**src/pkg/chgreg_defines.svh**
```systemverilog
`ifndef CHGREG_DEFINES_SVH
`define CHGREG_DEFINES_SVH

// byte addresses in the register map
`define CHGREG_ADDR_CHG_MASK1 8'h27
`define CHGREG_ADDR_FAULT_MASK 8'h28
`define CHGREG_ADDR_ICO_LO 8'h29
`define CHGREG_ADDR_ICO_HI 8'h2A
`define CHGREG_ADDR_ADC_CTRL 8'h2B
`define CHGREG_ADDR_CH_DIS 8'h2C
`define CHGREG_ADDR_IBUS_LO 8'h2D
`define CHGREG_ADDR_IBUS_HI 8'h2E
`define CHGREG_ADDR_IBAT_LO 8'h2F
`define CHGREG_ADDR_IBAT_HI 8'h30
`define CHGREG_ADDR_VIN_LO 8'h31
`define CHGREG_ADDR_VIN_HI 8'h32
`define CHGREG_ADDR_VMID_LO 8'h33
`define CHGREG_ADDR_VMID_HI 8'h34
`define CHGREG_ADDR_VBAT_LO 8'h35
`define CHGREG_ADDR_VBAT_HI 8'h36

// writable-bit masks; reserved bits read zero
`define CHGREG_WMASK_CHG_MASK1 8'h49
`define CHGREG_WMASK_FAULT_MASK 8'hF9
`define CHGREG_WMASK_ADC_CTRL 8'hFD
`define CHGREG_WMASK_CH_DIS 8'hFF

// reset values
`define CHGREG_RST_CHG_MASK1 8'h00
`define CHGREG_RST_FAULT_MASK 8'h00
`define CHGREG_RST_ADC_CTRL 8'h30
`define CHGREG_RST_CH_DIS 8'h00
`define CHGREG_RST_WORD 16'h0000

// bit positions: second charger mask
`define CHGREG_BIT_OPT_MASK 6
`define CHGREG_BIT_CHGST_MASK 3
`define CHGREG_BIT_INSUP_MASK 0
// bit positions: fault mask
`define CHGREG_BIT_OVP_MASK 7
`define CHGREG_BIT_BATF_MASK 6
`define CHGREG_BIT_SYSF_MASK 5
`define CHGREG_BIT_BSTF_MASK 4
`define CHGREG_BIT_TSD_MASK 3
`define CHGREG_BIT_THZ_MASK 0
// bit positions: converter control
`define CHGREG_BIT_ADC_EN 7
`define CHGREG_BIT_ADC_RATE 6
`define CHGREG_BIT_AVERAGING_SELECT 3
`define CHGREG_BIT_ADC_SEED 2
`define CHGREG_BIT_AUX_OFF 0
`define CHGREG_SPEED_HI 5
`define CHGREG_SPEED_LO 4

// event indices
`define CHGREG_NEVT 9
`define CHGREG_EV_OPT 0
`define CHGREG_EV_CHGST 1
`define CHGREG_EV_INSUP 2
`define CHGREG_EV_OVP 3
`define CHGREG_EV_BATF 4
`define CHGREG_EV_SYSF 5
`define CHGREG_EV_BSTF 6
`define CHGREG_EV_TSD 7
`define CHGREG_EV_THZ 8

// result field layouts
`define CHGREG_ICO_LSB 4
`define CHGREG_ICO_W 8
`define CHGREG_ICO_MIN 8'h05
`define CHGREG_ICO_MAX 8'hA0
`define CHGREG_IBUS_LSB 1
`define CHGREG_IBUS_W 15
`define CHGREG_IBUS_MAX 15'h07D0
`define CHGREG_IBUS_MIN 15'h7830
`define CHGREG_IBAT_LSB 3
`define CHGREG_IBAT_W 13
`define CHGREG_IBAT_MAX 13'h03ED
`define CHGREG_IBAT_MIN 13'h1830
`define CHGREG_VIN_LSB 2
`define CHGREG_VIN_W 13
`define CHGREG_VIN_MAX 13'h0FA0
`define CHGREG_VBAT_LSB 1
`define CHGREG_VBAT_W 12
`define CHGREG_VBAT_MAX 12'hFA0

// conversion pass length and average shift
`define CHGREG_CONV_CYCLES 8'h20
`define CHGREG_AVG_SHIFT 1

`endif

```
**src/pkg/chgreg_pkg.sv**
```systemverilog
package chgreg_pkg;
    typedef enum logic [1:0] {
        CHGREG_IDLE = 2'b00,
        CHGREG_CONV = 2'b01,
        CHGREG_STORE = 2'b10
    } chgreg_state_t;
    typedef enum logic [2:0] {
        CHGREG_CH_IBUS = 3'b000,
        CHGREG_CH_IBAT = 3'b001,
        CHGREG_CH_VIN = 3'b010,
        CHGREG_CH_VMID = 3'b011,
        CHGREG_CH_VBAT = 3'b100
    } chgreg_chan_t;
endpackage

```
**src/logic/chgreg_bank.sv**
```systemverilog
// Operation
// - optimizer mask bit 6 gates optimizer state change alerts
// - charge-state mask bit 3 gates charging-status change alerts
// - input supply mask bit 0 gates supply status change alerts
// - fault mask bit 7 gates input over-voltage protection alerts
// - fault mask bit 6 gates battery over-current or over-voltage alerts
// - fault mask bit 5 gates system rail over-voltage or short alerts
// - fault mask bit 4 gates boost-mode input rail fault alerts
// - fault mask bit 3 gates die thermal shutdown alerts
// - fault mask bit 0 gates thermistor zone alerts; bits 2:1 read zero
// - optimized limit read-only in 11:4, clamped 05h..A0h, cleared on unplug
// - sixteen-bit registers are little-endian, low byte at lower address
// - converter enable bit 7, default 0, cleared by register reset and watchdog
// - rate bit 6 selects continuous when 0, one-shot pass when 1
// - speed field 5:4 selects 11 to 8 bit resolution, default 11b
// - averaging bit 3 selects single value or running average
// - seed bit 2 starts average from held value or fresh conversion
// - control bit 0 drops aux channel; bit 1 reserved
// - channel disable bits skip input current down to battery voltage channels
// - input current result in 15:1, two's complement, clamped +-5000mA
// - battery current result in 15:3, two's complement, clamped range
// - input and mid-node voltages in 14:2, unsigned, clamped at 20000mV
// - battery voltage in 12:1, unsigned, clamped at 5000mV
// - event flags clear on host read and read zero without new event
// - register-reset control restores defaults and clears itself when done
`timescale 1ns/1ps
`default_nettype none
`include "chgreg_defines.svh"
module chgreg_bank
    import chgreg_pkg::*;
#(
    parameter int CONV_CYCLES = 32
)
(
    input wire logic core_clk,
    input wire logic rst,
    input wire logic clkEn,
    input wire logic regWrite,
    input wire logic regRead,
    input wire logic [7:0] regAddr,
    input wire logic [7:0] regWdata,
    input wire logic regResetReq,
    input wire logic watchdogExpire,
    input wire logic adapterUnplug,
    input wire logic [8:0] eventLevels,
    input wire logic [8:0] flagReadStrobe,
    input wire logic optLimitValid,
    input wire logic [7:0] optLimitCode,
    input wire logic [14:0] sampleIbus,
    input wire logic [12:0] sampleIbat,
    input wire logic [12:0] sampleVin,
    input wire logic [12:0] sampleVmid,
    input wire logic [11:0] sampleVbat,
    output logic [7:0] regRdata,
    output logic hostAlert,
    output logic [8:0] eventFlags,
    output logic regResetBusy,
    output logic converterBusy,
    output logic oneShotDone
);
    typedef struct packed {
        logic [7:0] chgMask1;
        logic [7:0] faultMask;
        logic [7:0] adcCtrl;
        logic [7:0] chDis;
        logic [15:0] icoLimit;
        logic [15:0] ibus;
        logic [15:0] ibat;
        logic [15:0] vin;
        logic [15:0] vmid;
        logic [15:0] vbat;
        chgreg_state_t state;
        chgreg_chan_t chan;
        logic [7:0] convCount;
        logic resetBusy;
        logic [7:0] rdata;
        logic alert;
        logic done;
        logic busy;
    } chgreg_state_reg_t;

    chgreg_state_reg_t st_reg;
    chgreg_state_reg_t st_next;
    logic [8:0] maskVec;
    logic [8:0] pulseVec;
    logic [8:0] flagVec;
    logic chanSkip;
    logic [15:0] newWord;
    logic [15:0] oldWord;
    logic [7:0] convLen;

    // per-event mask selection
    always_comb begin
        maskVec = '0;
        maskVec[`CHGREG_EV_OPT] = st_reg.chgMask1[`CHGREG_BIT_OPT_MASK];
        maskVec[`CHGREG_EV_CHGST] = st_reg.chgMask1[`CHGREG_BIT_CHGST_MASK];
        maskVec[`CHGREG_EV_INSUP] = st_reg.chgMask1[`CHGREG_BIT_INSUP_MASK];
        maskVec[`CHGREG_EV_OVP] = st_reg.faultMask[`CHGREG_BIT_OVP_MASK];
        maskVec[`CHGREG_EV_BATF] = st_reg.faultMask[`CHGREG_BIT_BATF_MASK];
        maskVec[`CHGREG_EV_SYSF] = st_reg.faultMask[`CHGREG_BIT_SYSF_MASK];
        maskVec[`CHGREG_EV_BSTF] = st_reg.faultMask[`CHGREG_BIT_BSTF_MASK];
        maskVec[`CHGREG_EV_TSD] = st_reg.faultMask[`CHGREG_BIT_TSD_MASK];
        maskVec[`CHGREG_EV_THZ] = st_reg.faultMask[`CHGREG_BIT_THZ_MASK];
    end

    // one gate per event
    genvar gi;
    generate
        for (gi = 0; gi < `CHGREG_NEVT; gi++) begin : g_evt
            chgreg_alert_gate u_gate (
                .core_clk(core_clk),
                .rst(rst),
                .clkEn(clkEn),
                .softRst(st_reg.resetBusy),
                .eventIn(eventLevels[gi]),
                .maskBit(maskVec[gi]),
                .flagRead(flagReadStrobe[gi]),
                .flag(flagVec[gi]),
                .alertPulse(pulseVec[gi])
            );
        end
    endgenerate

    // channel skip test
    always_comb begin
        unique case (st_reg.chan)
            CHGREG_CH_IBUS: chanSkip = st_reg.chDis[7];
            CHGREG_CH_IBAT: chanSkip = st_reg.chDis[6];
            CHGREG_CH_VIN: chanSkip = st_reg.chDis[5];
            CHGREG_CH_VMID: chanSkip = st_reg.chDis[0];
            CHGREG_CH_VBAT: chanSkip = st_reg.chDis[4];
            default: chanSkip = 1'b1;
        endcase
    end

    // clamped fresh sample
    always_comb begin
        newWord = '0;
        oldWord = '0;
        unique case (st_reg.chan)
            CHGREG_CH_IBUS: begin
                oldWord = st_reg.ibus;
                if (!sampleIbus[14] && sampleIbus > `CHGREG_IBUS_MAX) begin
                    newWord[15:`CHGREG_IBUS_LSB] = `CHGREG_IBUS_MAX;
                end else if (sampleIbus[14] && sampleIbus < `CHGREG_IBUS_MIN) begin
                    newWord[15:`CHGREG_IBUS_LSB] = `CHGREG_IBUS_MIN;
                end else begin
                    newWord[15:`CHGREG_IBUS_LSB] = sampleIbus;
                end
            end
            CHGREG_CH_IBAT: begin
                oldWord = st_reg.ibat;
                if (!sampleIbat[12] && sampleIbat > `CHGREG_IBAT_MAX) begin
                    newWord[15:`CHGREG_IBAT_LSB] = `CHGREG_IBAT_MAX;
                end else if (sampleIbat[12] && sampleIbat < `CHGREG_IBAT_MIN) begin
                    newWord[15:`CHGREG_IBAT_LSB] = `CHGREG_IBAT_MIN;
                end else begin
                    newWord[15:`CHGREG_IBAT_LSB] = sampleIbat;
                end
            end
            CHGREG_CH_VIN: begin
                oldWord = st_reg.vin;
                newWord[14:`CHGREG_VIN_LSB] = (sampleVin > `CHGREG_VIN_MAX) ? `CHGREG_VIN_MAX : sampleVin;
            end
            CHGREG_CH_VMID: begin
                oldWord = st_reg.vmid;
                newWord[14:`CHGREG_VIN_LSB] = (sampleVmid > `CHGREG_VIN_MAX) ? `CHGREG_VIN_MAX : sampleVmid;
            end
            CHGREG_CH_VBAT: begin
                oldWord = st_reg.vbat;
                newWord[12:`CHGREG_VBAT_LSB] = (sampleVbat > `CHGREG_VBAT_MAX) ? `CHGREG_VBAT_MAX : sampleVbat;
            end
            default: begin
                oldWord = '0;
            end
        endcase
    end

    // coarser resolution converts faster: 8 bit is the base length
    assign convLen = 8'(CONV_CYCLES) << (2'b11 - st_reg.adcCtrl[`CHGREG_SPEED_HI:`CHGREG_SPEED_LO]);

    // next state
    always_comb begin
        logic [15:0] avgWord;
        logic [15:0] storeWord;
        logic lastChan;
        avgWord = '0;
        storeWord = '0;
        lastChan = 1'b0;
        st_next = st_reg;
        st_next.done = 1'b0;
        st_next.alert = |pulseVec;
        // sign-preserving half sum for the running average
        avgWord = 16'(({oldWord[15], oldWord} + {newWord[15], newWord}) >> `CHGREG_AVG_SHIFT);
        if (!st_reg.adcCtrl[`CHGREG_BIT_AVERAGING_SELECT]) begin
            storeWord = newWord;
        end else if (st_reg.adcCtrl[`CHGREG_BIT_ADC_SEED] && oldWord == `CHGREG_RST_WORD) begin
            storeWord = newWord;
        end else begin
            storeWord = avgWord;
        end
        lastChan = (st_reg.chan == CHGREG_CH_VBAT);
        if (regWrite) begin
            unique case (regAddr)
                `CHGREG_ADDR_CHG_MASK1: st_next.chgMask1 = regWdata & `CHGREG_WMASK_CHG_MASK1;
                `CHGREG_ADDR_FAULT_MASK: st_next.faultMask = regWdata & `CHGREG_WMASK_FAULT_MASK;
                `CHGREG_ADDR_ADC_CTRL: st_next.adcCtrl = regWdata & `CHGREG_WMASK_ADC_CTRL;
                `CHGREG_ADDR_CH_DIS: st_next.chDis = regWdata & `CHGREG_WMASK_CH_DIS;
                default: st_next.chDis = st_next.chDis;
            endcase
        end
        // optimizer limit
        if (adapterUnplug) begin
            st_next.icoLimit = `CHGREG_RST_WORD;
        end else if (optLimitValid) begin
            st_next.icoLimit = '0;
            if (optLimitCode < `CHGREG_ICO_MIN) begin
                st_next.icoLimit[11:`CHGREG_ICO_LSB] = `CHGREG_ICO_MIN;
            end else if (optLimitCode > `CHGREG_ICO_MAX) begin
                st_next.icoLimit[11:`CHGREG_ICO_LSB] = `CHGREG_ICO_MAX;
            end else begin
                st_next.icoLimit[11:`CHGREG_ICO_LSB] = optLimitCode;
            end
        end
        if (watchdogExpire) begin
            st_next.adcCtrl[`CHGREG_BIT_ADC_EN] = 1'b0;
        end
        // converter sequencer; aux channel lives outside this slice
        unique case (st_reg.state)
            CHGREG_IDLE: begin
                st_next.chan = CHGREG_CH_IBUS;
                st_next.convCount = '0;
                if (st_reg.adcCtrl[`CHGREG_BIT_ADC_EN]) begin
                    st_next.state = CHGREG_CONV;
                end
            end
            CHGREG_CONV: begin
                if (!st_reg.adcCtrl[`CHGREG_BIT_ADC_EN]) begin
                    st_next.state = CHGREG_IDLE;
                end else if (chanSkip) begin
                    st_next.state = CHGREG_STORE;
                end else if (st_reg.convCount >= convLen - 8'h01) begin
                    st_next.state = CHGREG_STORE;
                end else begin
                    st_next.convCount = st_reg.convCount + 8'h01;
                end
            end
            CHGREG_STORE: begin
                if (!chanSkip) begin
                    unique case (st_reg.chan)
                        CHGREG_CH_IBUS: st_next.ibus = storeWord;
                        CHGREG_CH_IBAT: st_next.ibat = storeWord;
                        CHGREG_CH_VIN: st_next.vin = storeWord;
                        CHGREG_CH_VMID: st_next.vmid = storeWord;
                        CHGREG_CH_VBAT: st_next.vbat = storeWord;
                        default: st_next.vbat = st_reg.vbat;
                    endcase
                end
                st_next.convCount = '0;
                st_next.state = CHGREG_CONV;
                unique case (st_reg.chan)
                    CHGREG_CH_IBUS: st_next.chan = CHGREG_CH_IBAT;
                    CHGREG_CH_IBAT: st_next.chan = CHGREG_CH_VIN;
                    CHGREG_CH_VIN: st_next.chan = CHGREG_CH_VMID;
                    CHGREG_CH_VMID: st_next.chan = CHGREG_CH_VBAT;
                    default: st_next.chan = CHGREG_CH_IBUS;
                endcase
                if (lastChan && st_reg.adcCtrl[`CHGREG_BIT_ADC_RATE]) begin
                    st_next.adcCtrl[`CHGREG_BIT_ADC_EN] = 1'b0;
                    st_next.state = CHGREG_IDLE;
                    st_next.done = 1'b1;
                end
            end
            default: st_next.state = CHGREG_IDLE;
        endcase
        // little-endian byte readback
        st_next.rdata = '0;
        if (regRead) begin
            unique case (regAddr)
                `CHGREG_ADDR_CHG_MASK1: st_next.rdata = st_reg.chgMask1;
                `CHGREG_ADDR_FAULT_MASK: st_next.rdata = st_reg.faultMask;
                `CHGREG_ADDR_ICO_LO: st_next.rdata = st_reg.icoLimit[7:0];
                `CHGREG_ADDR_ICO_HI: st_next.rdata = st_reg.icoLimit[15:8];
                `CHGREG_ADDR_ADC_CTRL: st_next.rdata = st_reg.adcCtrl;
                `CHGREG_ADDR_CH_DIS: st_next.rdata = st_reg.chDis;
                `CHGREG_ADDR_IBUS_LO: st_next.rdata = st_reg.ibus[7:0];
                `CHGREG_ADDR_IBUS_HI: st_next.rdata = st_reg.ibus[15:8];
                `CHGREG_ADDR_IBAT_LO: st_next.rdata = st_reg.ibat[7:0];
                `CHGREG_ADDR_IBAT_HI: st_next.rdata = st_reg.ibat[15:8];
                `CHGREG_ADDR_VIN_LO: st_next.rdata = st_reg.vin[7:0];
                `CHGREG_ADDR_VIN_HI: st_next.rdata = st_reg.vin[15:8];
                `CHGREG_ADDR_VMID_LO: st_next.rdata = st_reg.vmid[7:0];
                `CHGREG_ADDR_VMID_HI: st_next.rdata = st_reg.vmid[15:8];
                `CHGREG_ADDR_VBAT_LO: st_next.rdata = st_reg.vbat[7:0];
                `CHGREG_ADDR_VBAT_HI: st_next.rdata = st_reg.vbat[15:8];
                default: st_next.rdata = '0;
            endcase
        end
        // register reset: one cycle of defaults
        st_next.resetBusy = regResetReq & ~st_reg.resetBusy;
        if (st_reg.resetBusy) begin
            st_next.chgMask1 = `CHGREG_RST_CHG_MASK1;
            st_next.faultMask = `CHGREG_RST_FAULT_MASK;
            st_next.adcCtrl = `CHGREG_RST_ADC_CTRL;
            st_next.chDis = `CHGREG_RST_CH_DIS;
            st_next.ibus = `CHGREG_RST_WORD;
            st_next.ibat = `CHGREG_RST_WORD;
            st_next.vin = `CHGREG_RST_WORD;
            st_next.vmid = `CHGREG_RST_WORD;
            st_next.vbat = `CHGREG_RST_WORD;
            st_next.state = CHGREG_IDLE;
            st_next.convCount = '0;
            st_next.alert = 1'b0;
            st_next.done = 1'b0;
        end
        st_next.busy = (st_next.state != CHGREG_IDLE);
    end

    always_ff @(posedge core_clk or posedge rst) begin
        if (rst) begin
            st_reg <= '0;
            st_reg.adcCtrl <= `CHGREG_RST_ADC_CTRL;
        end else if (clkEn) begin
            st_reg <= st_next;
        end
    end

    // outputs straight from flops
    assign regRdata = st_reg.rdata;
    assign hostAlert = st_reg.alert;
    assign eventFlags = flagVec;
    assign regResetBusy = st_reg.resetBusy;
    assign converterBusy = st_reg.busy;
    assign oneShotDone = st_reg.done;
endmodule
`default_nettype wire

```
**src/logic/chgreg_alert_gate.sv**
```systemverilog
`timescale 1ns/1ps
`default_nettype none
`include "chgreg_defines.svh"
// one event: edge detect, flag, mask
module chgreg_alert_gate
    import chgreg_pkg::*;
(
    input wire logic core_clk,
    input wire logic rst,
    input wire logic clkEn,
    input wire logic softRst,
    input wire logic eventIn,
    input wire logic maskBit,
    input wire logic flagRead,
    output logic flag,
    output logic alertPulse
);
    typedef struct packed {
        logic eventPrev;
        logic flag;
    } chgreg_gate_t;
    chgreg_gate_t gate_reg;
    chgreg_gate_t gate_next;
    logic rise;

    // set beats read-clear so a simultaneous event is not lost
    always_comb begin
        gate_next = gate_reg;
        rise = eventIn & ~gate_reg.eventPrev;
        gate_next.eventPrev = eventIn;
        if (softRst) begin
            gate_next.flag = 1'b0;
        end else if (rise) begin
            gate_next.flag = 1'b1;
        end else if (flagRead) begin
            gate_next.flag = 1'b0;
        end
    end

    always_ff @(posedge core_clk or posedge rst) begin
        if (rst) begin
            gate_reg <= '0;
            alertPulse <= 1'b0;
        end else if (clkEn) begin
            gate_reg <= gate_next;
            alertPulse <= rise & ~maskBit & ~softRst;
        end
    end

    assign flag = gate_reg.flag;
endmodule
`default_nettype wire

```
**config.mk**
```make
export PLATFORM = sky130hd
export DESIGN_NAME = chgreg_bank
export DESIGN_NICKNAME = d
export VERILOG_FILES = /design/src/pkg/chgreg_pkg.sv /design/src/logic/chgreg_bank.sv /design/src/logic/chgreg_alert_gate.sv
export VERILOG_INCLUDE_DIRS = /design/src /design/src/pkg
export SDC_FILE = /design/constraint.sdc
export NUM_CORES = 1
export LEC_CHECK = 0
export BUFFER_PORTS_ARGS = -buffer_cell sky130_fd_sc_hd__buf_4
export CELL_PAD_IN_SITES_DETAIL_PLACEMENT = 1
export CELL_PAD_IN_SITES_GLOBAL_PLACEMENT = 2
export CORE_MARGIN = 3
export CORE_UTILIZATION = 40
export CTS_BUF_LIST = sky130_fd_sc_hd__clkbuf_8
export CTS_CLUSTER_SIZE = 25
export DETAILED_ROUTE_END_ITERATION = 8
export GPL_TIMING_DRIVEN = 0
export PLACE_DENSITY_LB_ADDON = 0.1
export SKIP_CTS_REPAIR_TIMING = 1
export SLEW_MARGIN = 10
export SYNTH_ARGS = -nofsm -noshare
export SYNTH_HDL_FRONTEND = slang
export SYNTH_SLANG_ARGS = --single-unit
```
**constraint.sdc**
```tcl
create_clock -name core_clk -period 9.4 [get_ports core_clk]
set_input_delay 0.94 -clock core_clk [delete_from_list [all_inputs] [get_ports core_clk]]
set_output_delay 0.94 -clock core_clk [all_outputs]
set_load 0.05 [all_outputs]
```
After elaboration in Yosys (flattened, before gate mapping)
Index checks and enable logic that the tools add are counted.

word-level totals
  register bits = 180
  bits of input ports = 117
  output and inout bits = 21
  logic and storage cells = 274

cells by class
  add/subtract/negate cells = 4
  magnitude comparators = 10
  eq/ne operators = 26
  shifts and indexed selects = 1
  muxes and demuxes = 82
  bitwise operators = 47
  reductions and logical operators = 58

operators with widths
  cell                                                             count
  2-to-1 mux 80 bit                                                2
  2-to-1 mux 16 bit                                                9
  == test 8 x 6 -> 1 bit, second input constant                    16
  case mux 8 bit (16 select lines)                                 1
  2-to-1 mux 8 bit                                                 11
  2-to-1 mux 82 bit                                                1
  case mux 16 bit (5 select lines)                                 1
  2-to-1 mux 32 bit                                                2
  2-to-1 mux 13 bit                                                4
  case mux 10 bit (5 select lines)                                 1
  2-to-1 mux 1 bit                                                 33
  2-to-1 mux 15 bit                                                2
  nonzero test 3 bit                                               10
  bitwise AND 1 bit                                                28
  nonzero test 2 bit                                               14
  greater-than comparator 13 x 12 -> 1 bit, second input constant  2
  AND reduction 2 bit                                              11
  AND reduction 4 bit                                              5
  inverter 1 bit                                                   19
  adder 16 x 16 -> 17 bit                                          1
  logical NOT 16 bit                                               1
  case mux 8 bit (2 select lines)                                  1
  greater-than comparator 15 x 11 -> 1 bit, second input constant  1
  less-than comparator 15 bit, second input constant               1
  other kinds (34)                                                 51

Logic depth before layout (Yosys ltp)
Gate-level depths: netlist of the first run.

  word-level depth = 13
  gate-level depth with buffers = 19
  mapped depth without buffers = 16

Cells and area by module
Synthesis of the first run repeated with hierarchy kept, for this count alone.

unflattened totals
  cells, all modules = 1155
  area, all modules = 10561.4 um^2

by module, submodules not included
  module             instances  cells each  area an instance (um^2)  seq. area each (um^2)
  chgreg_bank        1          1065        9345.2                   3430.8
  chgreg_alert_gate  9          10          135.1                    75.1

Worst setup path after synthesis of the first run
Ideal clock, no wire load.

  path type = input port to flip-flop
  start = input sampleVin[0]
  end = register st_reg[103] (netlist name)
  library setup time = 0.066 ns
  arrival time = 4.091 ns
  data required time = 9.334 ns
  path slack = 5.243 ns
  stages on the path = 15
  buffers on the path = 0
  cell sequence = or4_1 > o21ai_0 > a21oi_1 > nor3_1 > a2111o_1 > inv_1 > fa_1 > nand2b_1 > a211oi_1 > o2111ai_1 > a31oi_1 > nor2_1 > xor2_1 > mux2i_1 > a22o_1

on the way
  cells in the longest elaborated chain, start to end = 10
  elaborated cells on any way between the ends = 12
  classes of those cells = 1 x add/sub; 1 x order compare; 10 x mux

ends and longest elaborated chain
  item                                                            RTL line            text
  from (decl)                                                     chgreg_bank.sv:51   input wire logic [12:0] sampleVin,
  greater-than comparator 13 x 12 -> 1 bit (no source line)       -
  2-to-1 mux 13 bit (*)                                           chgreg_bank.sv:163  newWord[14:`CHGREG_VIN_LSB] = (sampleVin > `CHGREG_VIN_MAX) ? `CHGREG_VIN_MAX : sampleVin;
  case mux 10 bit (5 select lines), or another cell as far along  chgreg_bank.sv:140  unique case (st_reg.chan)
  adder 16 x 16 -> 17 bit                                         chgreg_bank.sv:194  avgWord = 16'(({oldWord[15], oldWord} + {newWord[15], newWord}) >> `CHGREG_AVG_SHIFT);
  2-to-1 mux 16 bit                                               chgreg_bank.sv:197  end else if (st_reg.adcCtrl[`CHGREG_BIT_ADC_SEED] && oldWord == `CHGREG_RST_WORD) begin
  2-to-1 mux 16 bit (*)                                           chgreg_bank.sv:195  if (!st_reg.adcCtrl[`CHGREG_BIT_AVERAGING_SELECT]) begin
  2-to-1 mux 16 bit (*)                                           chgreg_bank.sv:250  unique case (st_reg.chan)
  2-to-1 mux 80 bit (*)                                           chgreg_bank.sv:249  if (!chanSkip) begin
  2-to-1 mux 80 bit (*)                                           chgreg_bank.sv:229  unique case (st_reg.state)
  2-to-1 mux 82 bit (*)                                           chgreg_bank.sv:301  if (st_reg.resetBusy) begin
  to (signal assigned)                                            chgreg_bank.sv:324  st_reg <= st_next;
  to (decl)                                                       chgreg_bank.sv:82   chgreg_state_reg_t st_reg;

Every way passes the cells marked *; elsewhere a longest branch is shown, timed or not. The select of a mux whose other input is x is not followed.
A chain may end at the register's enable or synchronous reset.

Final worst setup path of the first run
  start = register st_reg[22] (netlist name)
  end = register st_reg[65] (netlist name)

on the way
  cells in the longest elaborated chain, start to end = 10
  elaborated cells on any way between the ends = 22
  classes of those cells = 1 x add/sub; 5 x eq/ne; 11 x mux; 5 x reduce/logical

ends and longest elaborated chain
  item
  branches (longest 10 deep; another with adder 16 x 16 -> 17 bit)

Several ways; the timed one is not identified. The select of a mux whose other input is x is not followed.

==> impl_metrics.tcl, run 1 <==
set metrics [dict create \
    status "completed" \
    die-area_um2 28300 \
    arrival_ns 6.06 \
    setup_viol 0 \
    clk_pin_slew_ns 0.11 \
    skew_ns 0.0222 \
    io_buffers 134 \
    vdd_drop_max_mv 0.0891 \
    power.leakage_nw 5.42 \
    grt_overflow 0 \
    clk_latency_ns 0.48 \
    fin_tns_setup_ns 0 \
    largest_reg_flops 116 \
    syn_avg_cell_area_um2 9.28 \
    synth-seq-cells 164 \
    cts_tree "yes" \
    slew_violations 0 \
    final_layout_size_suffix_gt1_share_pct 22.6 \
    gp_congestion 0.934 \
    vias 9879 \
    n_fill_cell 3024 \
    synth_area_leaders "dfrtp_1, mux2_2, o21ai_0" \
    r2r_slack_ns 3.76 \
    grt_pass1_wl_mm 63.2 \
    routed_wl_mm 41.3 \
    fin_nets 1423 \
    route.detailed.drc 0 \
    rsz0062_at_grt "no" \
    drt-initial-drc-count 902 \
    worstPathMaxFanout 10 \
    htree_levels 4 \
    tightest_slew_ns 1.26 \
    row_count 58 \
    grt_use_total_pct 29.2 \
    synth_flop_cell "dfrtp_1" \
    yosysTopAreaCell "dfrtp_1" \
    syn2layout_area_growth_pct 17.5 \
    drt_pass1_iterations 5 \
    synth_common_cells "dfrtp_1, nand2_1, nor2_1" \
    initial_core_util_pct 41.3 \
    utilization_pct 48.5 \
    synth.net_count 1269 \
    cts_sinks 164 \
    route.antenna.remaining_nets 0 \
    antenna_cells 0 \
    start_kind "register" \
    avgRoutedWirePerCell_um 25.3 \
    ys_types 74 \
    ios 138 \
    die_w_um 168 \
    hpwl_mm 32.5 \
    ys_seq_area_share_pct 39.1 \
    slew_headroom_pct 15.0 \
    netlist_area_um2 10500 \
    worstSetupEndpointType "register" \
    finalHoldViolCount 0 \
    critical_path_required_ns 9.83 \
    grt_pass1_vias 10300 \
    cap_violations 0 \
    cts-root-buf "clkbuf_8" \
    powerDensity_nw_per_um2 177 \
    synthCells 1132 \
    yosysMostFrequentCell "dfrtp_1" \
    synth-warning-count 0 \
    cts_buffer_depth 2 \
    max_freq_mhz 177 \
    grt_max_degree 86 \
    period_minus_slack_ns 5.64 \
    period_share_pct 60.0 \
    synth_edf_count 0 \
    viasPerCell 6.06 \
    die_y_um 168 \
    core_um2 25500 \
    hp-class "input pin to asynchronous set/reset pin" \
    synthDominantCellAreaShare_pct 38.6 \
    critPathKind "register to register" \
    antenna_found_initial 0 \
    async_flop_share_pct 100 \
    numCtsBuffers 17 \
]
-- worst max-delay path: stages, from the launching register on --
cell and delay, ns:
dfrtp_1 0.41, buf_6 0.19, buf_2 0.29, clkbuf_1 0.53, clkbuf_1 0.46, nand3b_1 0.41
nor3_1 0.18, a221oi_1 0.46, nand3_1 0.21, ha_1 0.44, nand2_1 0.11, a211oi_1 0.37
a211oi_1 0.14, o21ai_0 0.23, xor2_1 0.20, nand2_1 0.07, mux2i_1 0.59, mux2_2 0.29
-- cell families (layout without fill, tap and decap cells) --
group	Yosys count	in the layout	share of synthesized area [%]
simple gates	323	323	14.9
xor+xnor	18	18	1.50
flops	164	164	39.1
mux	115	115	12.6
buf+inv	135	302	5.67
compound gates	357	357	23.8
fa+ha+maj	20	20	2.45
-- path summary, 6_finish.rpt --
check                      startpoint    endpoint  depth (start not counted)
max                        st_reg[22]  st_reg[65]                         17
min reg2reg                 hostAlert   hostAlert                          1
min in group core_clk       hostAlert   hostAlert                          1
max in group asynchronous         rst  st_reg[26]                          3
min                               rst  st_reg[14]                          2
max reg2reg                st_reg[22]  st_reg[65]                         17
-- placed cells by master (no fill, tap or decap), types with 8 or more instances in the layout --
cell and count:
and3_1 12, ha_1 19, o2bb2ai_1 17, clkbuf_8 17, buf_2 8, a22oi_1 15
buf_4 151, nand2_1 97, a211oi_1 12, nor4_1 8, nand4_1 10, a221oi_1 9
a21o_1 13, inv_1 52, nor2_1 84, dfrtp_1 162, a21oi_1 57, mux2_2 69
buf_1 9, o21ai_0 82, nand3_1 27, xor2_1 12, clkbuf_1 46, a22o_1 40
nor4b_1 9, and2_1 14, nor3_1 18, nand2b_1 9, mux2i_1 38, a31oi_1 17
a32oi_1 9, o31ai_1 21
-- layer usage --
layer	vias up	global-route usage (%)	share of wire, %
met5	-	0	0
met4	0	8.82	2.6
met3	61	5.52	6.3
met2	288	48.4	48
met1	4997	38.9	43
li1	4533	-	-
-- final cells by class --
class	instances	area, um^2	share of cell area [%]
multi-input combinational	833	5810	47.0
sequential	164	4110	33.2
timing repair buffer	135	1030	8.37
tap	330	413	3.34
buffer	82	397	3.21
clock buffer	17	234	1.89
inverter	53	206	1.67
clock inverter	15	156	1.27
-- report_power, final --
part	leakage [nW]	switching [mW]	internal, mW
clock	0.198	0.327	0.200
combinational	3.08	0.392	0.297
sequential	2.14	0.138	0.829
total	5.42	0.857	1.33
-- per-stage QoR --
stage	std cells	worst slack (ns)	area (um^2)	hold WS, ns	power [mW]
floorplan	1132	4.03	10500	0.443	1.39
global placement	1596	2.02	11900	0.464	1.64
detailed placement	1597	3.86	12000	0.472	1.66
CTS	1629	3.85	12400	0.496	2.18
global route	1629	3.40	12400	0.515	2.30
finish	1629	3.76	12400	0.497	2.18
Power figures use the tool's default switching activity.
==> run 2: changes to the inputs <==
--- a/config.mk
+++ b/config.mk
@@ -10,7 +10,7 @@
 export CELL_PAD_IN_SITES_DETAIL_PLACEMENT = 1
 export CELL_PAD_IN_SITES_GLOBAL_PLACEMENT = 2
 export CORE_MARGIN = 3
-export CORE_UTILIZATION = 40
+export CORE_UTILIZATION = 38
 export CTS_BUF_LIST = sky130_fd_sc_hd__clkbuf_8
 export CTS_CLUSTER_SIZE = 25
 export DETAILED_ROUTE_END_ITERATION = 8
==> constraint.sdc (replaced) <==
create_clock -name core_clk -period 5.29 [get_ports core_clk]
set_input_delay 0.529 -clock core_clk [delete_from_list [all_inputs] [get_ports core_clk]]
set_output_delay 0.529 -clock core_clk [all_outputs]
set_load 0.05 [all_outputs]
==> impl_metrics.tcl, run 2 (synthesis gave the netlist of run 1 again) <==
set metrics [dict create \
    final_cell_mix "dfrtp_1, buf_4, nand2_1" \
    clk_pin_slew_ns 0.10 \
    setup_viol 0 \
    htree_levels 4 \
    fin_nets 1421 \
    p_sw_mw 1.46 \
    vias 9867 \
    die-area_um2 29700 \
    hp-class "input pin to asynchronous set/reset pin" \
    die_w_um 172 \
    drt_pass1_iterations 5 \
    cts-root-buf "clkbuf_8" \
    syn2layout_area_growth_pct 18.6 \
    core_um2 27100 \
    arrival_ns 5.43 \
    skew_ns 0.0148 \
    die_y_um 172 \
    intPower_mw 2.50 \
    final_layout_size_suffix_gt1_share_pct 23.1 \
    worstPathMaxFanout 10 \
    tightest_slew_ns 1.08 \
    cap_violations 0 \
    start_kind "register" \
    powerDensity_nw_per_um2 318 \
    gp_congestion 0.959 \
    cts_buffer_depth 2 \
    slew_headroom_pct 26.8 \
    critical_path_required_ns 5.71 \
    routed_wl_mm 41.6 \
    hold_ws_ns 0.0437 \
    rsz0062_at_grt "no" \
    route.antenna.remaining_nets 0 \
    grt_pass1_vias 9979 \
    critPathKind "register to register" \
    utilization_pct 46.0 \
    io_buffers 134 \
    drt-initial-drc-count 714 \
    r2r_start "st_reg[21]" \
    period_share_pct 94.6 \
    period_minus_slack_ns 5.01 \
    slew_violations 0 \
    cts_sinks 164 \
    max_freq_mhz 200 \
    cts_tree "yes" \
    grt_use_total_pct 28.1 \
    avgRoutedWirePerCell_um 24.9 \
    mostFrequentLayoutCell "dfrtp_1" \
    worstSetupEndpointType "register" \
    grt_overflow 0 \
    reg2reg_depth 17 \
    power_frac_comb_pct 31.2 \
    antenna_found_initial 0 \
    viasPerCell 5.91 \
    numCtsBuffers 17 \
    antenna_cells 0 \
    ios 138 \
    largest_reg_flops 116 \
    status "completed" \
    startpoint "st_reg[21]" \
    hpwl_mm 32.8 \
    clockPowerShare_pct 25.6 \
    row_count 60 \
    worstSetupEndpoint "st_reg[49]" \
    initial_core_util_pct 38.8 \
    vdd_drop_max_mv 0.193 \
    p_sw_share_pct 36.8 \
    grt_pass1_wl_mm 62.1 \
    finalHoldViolCount 0 \
    clk_latency_ns 0.48 \
    r2r_slack_ns 0.28 \
    power.leakage_nw 5.42 \
    power.total_mw 3.96 \
    route.detailed.drc 0 \
    p_seq_share_pct 43.3 \
    grt_max_degree 105 \
    reg2reg_to "st_reg[49]" \
]
==> run 2: cell types whose count changed in the layout (fill, tap and decap cells not counted), moves of 3 or more <==
cell        change
inv_8           -4
bufinv_16       +3
clkinvlp_4      +3
mux2i_1         -3
mux2i_2         +3
==> run 2: area by class of cell <==
| cell class | instances | area [um^2] |
|---|---|---|
| Timing Repair Buffer | 135 | 1030 |
| Clock inverter | 13 | 173 |
| Buffer | 80 | 390 |
| Clock buffer | 19 | 262 |
| Sequential cell | 164 | 4110 |
| Multi-Input combinational cell | 833 | 5830 |
| Inverter | 53 | 206 |
| Fill cell | 3171 | 14600 |
| Tap cell | 372 | 465 |
==> run 2: layer usage <==
metal	vias to the layer above	global-route usage (%)	share of wire [%]
met5	-	0	0
met4	0	9.09	3.1
met3	68	4.46	5.2
met2	291	46.7	48
met1	4988	37.7	44
li1	4520	-	-
==> run 2: worst min-delay path by stage <==
stage / start / end / slack [ns] / depth (start not counted)
global placement: regRdata[7] / regRdata[7] / 0.47 / 1
global route: rst / st_reg[16] / 0.04 / 2
detailed placement: regRdata[5] / regRdata[5] / 0.48 / 1
finish: rst / st_reg[16] / 0.04 / 2
floorplan: st_reg[115] / st_reg[115] / 0.44 / 2
CTS: rst / st_reg[18] / 0.06 / 2
==> run 2: power by group through the flow <==
stage	Sequential [mW]	Combinational [mW]	Clock [mW]
after floorplan	1.62	0.841	0
after global placement	1.72	1.20	0
after detailed placement	1.73	1.23	0
after CTS	1.71	1.23	1.03
after global routing	1.74	1.35	1.08
final	1.72	1.23	1.01
==> run 2: metrics by stage <==
step	setup TNS [ns]	std cells	setup WS [ns]	cell area, um^2
after floorplan	0	1132	0.331	10500
after global placement	-283.34	1638	-1.76	12000
after detailed placement	-2.43	1639	-0.245	12000
after CTS	-3.42	1671	-0.300	12400
after global routing	0	1669	0.0271	12500
final	0	1669	0.285	12500
==> run 2: critical path, stage by stage (launching register included) <==
cell	delay, ns
dfrtp_1	0.40
buf_2	0.32
buf_2	0.39
buf_2	0.33
nand3b_1	0.36
nor2_1	0.22
and3b_1	0.21
a2111o_1	0.19
inv_1	0.10
fa_1	0.46
nand2b_1	0.18
a211oi_1	0.39
a211oi_1	0.13
o21ai_0	0.24
xor2_1	0.21
nand2_1	0.09
mux2i_2	0.45
mux2_2	0.26
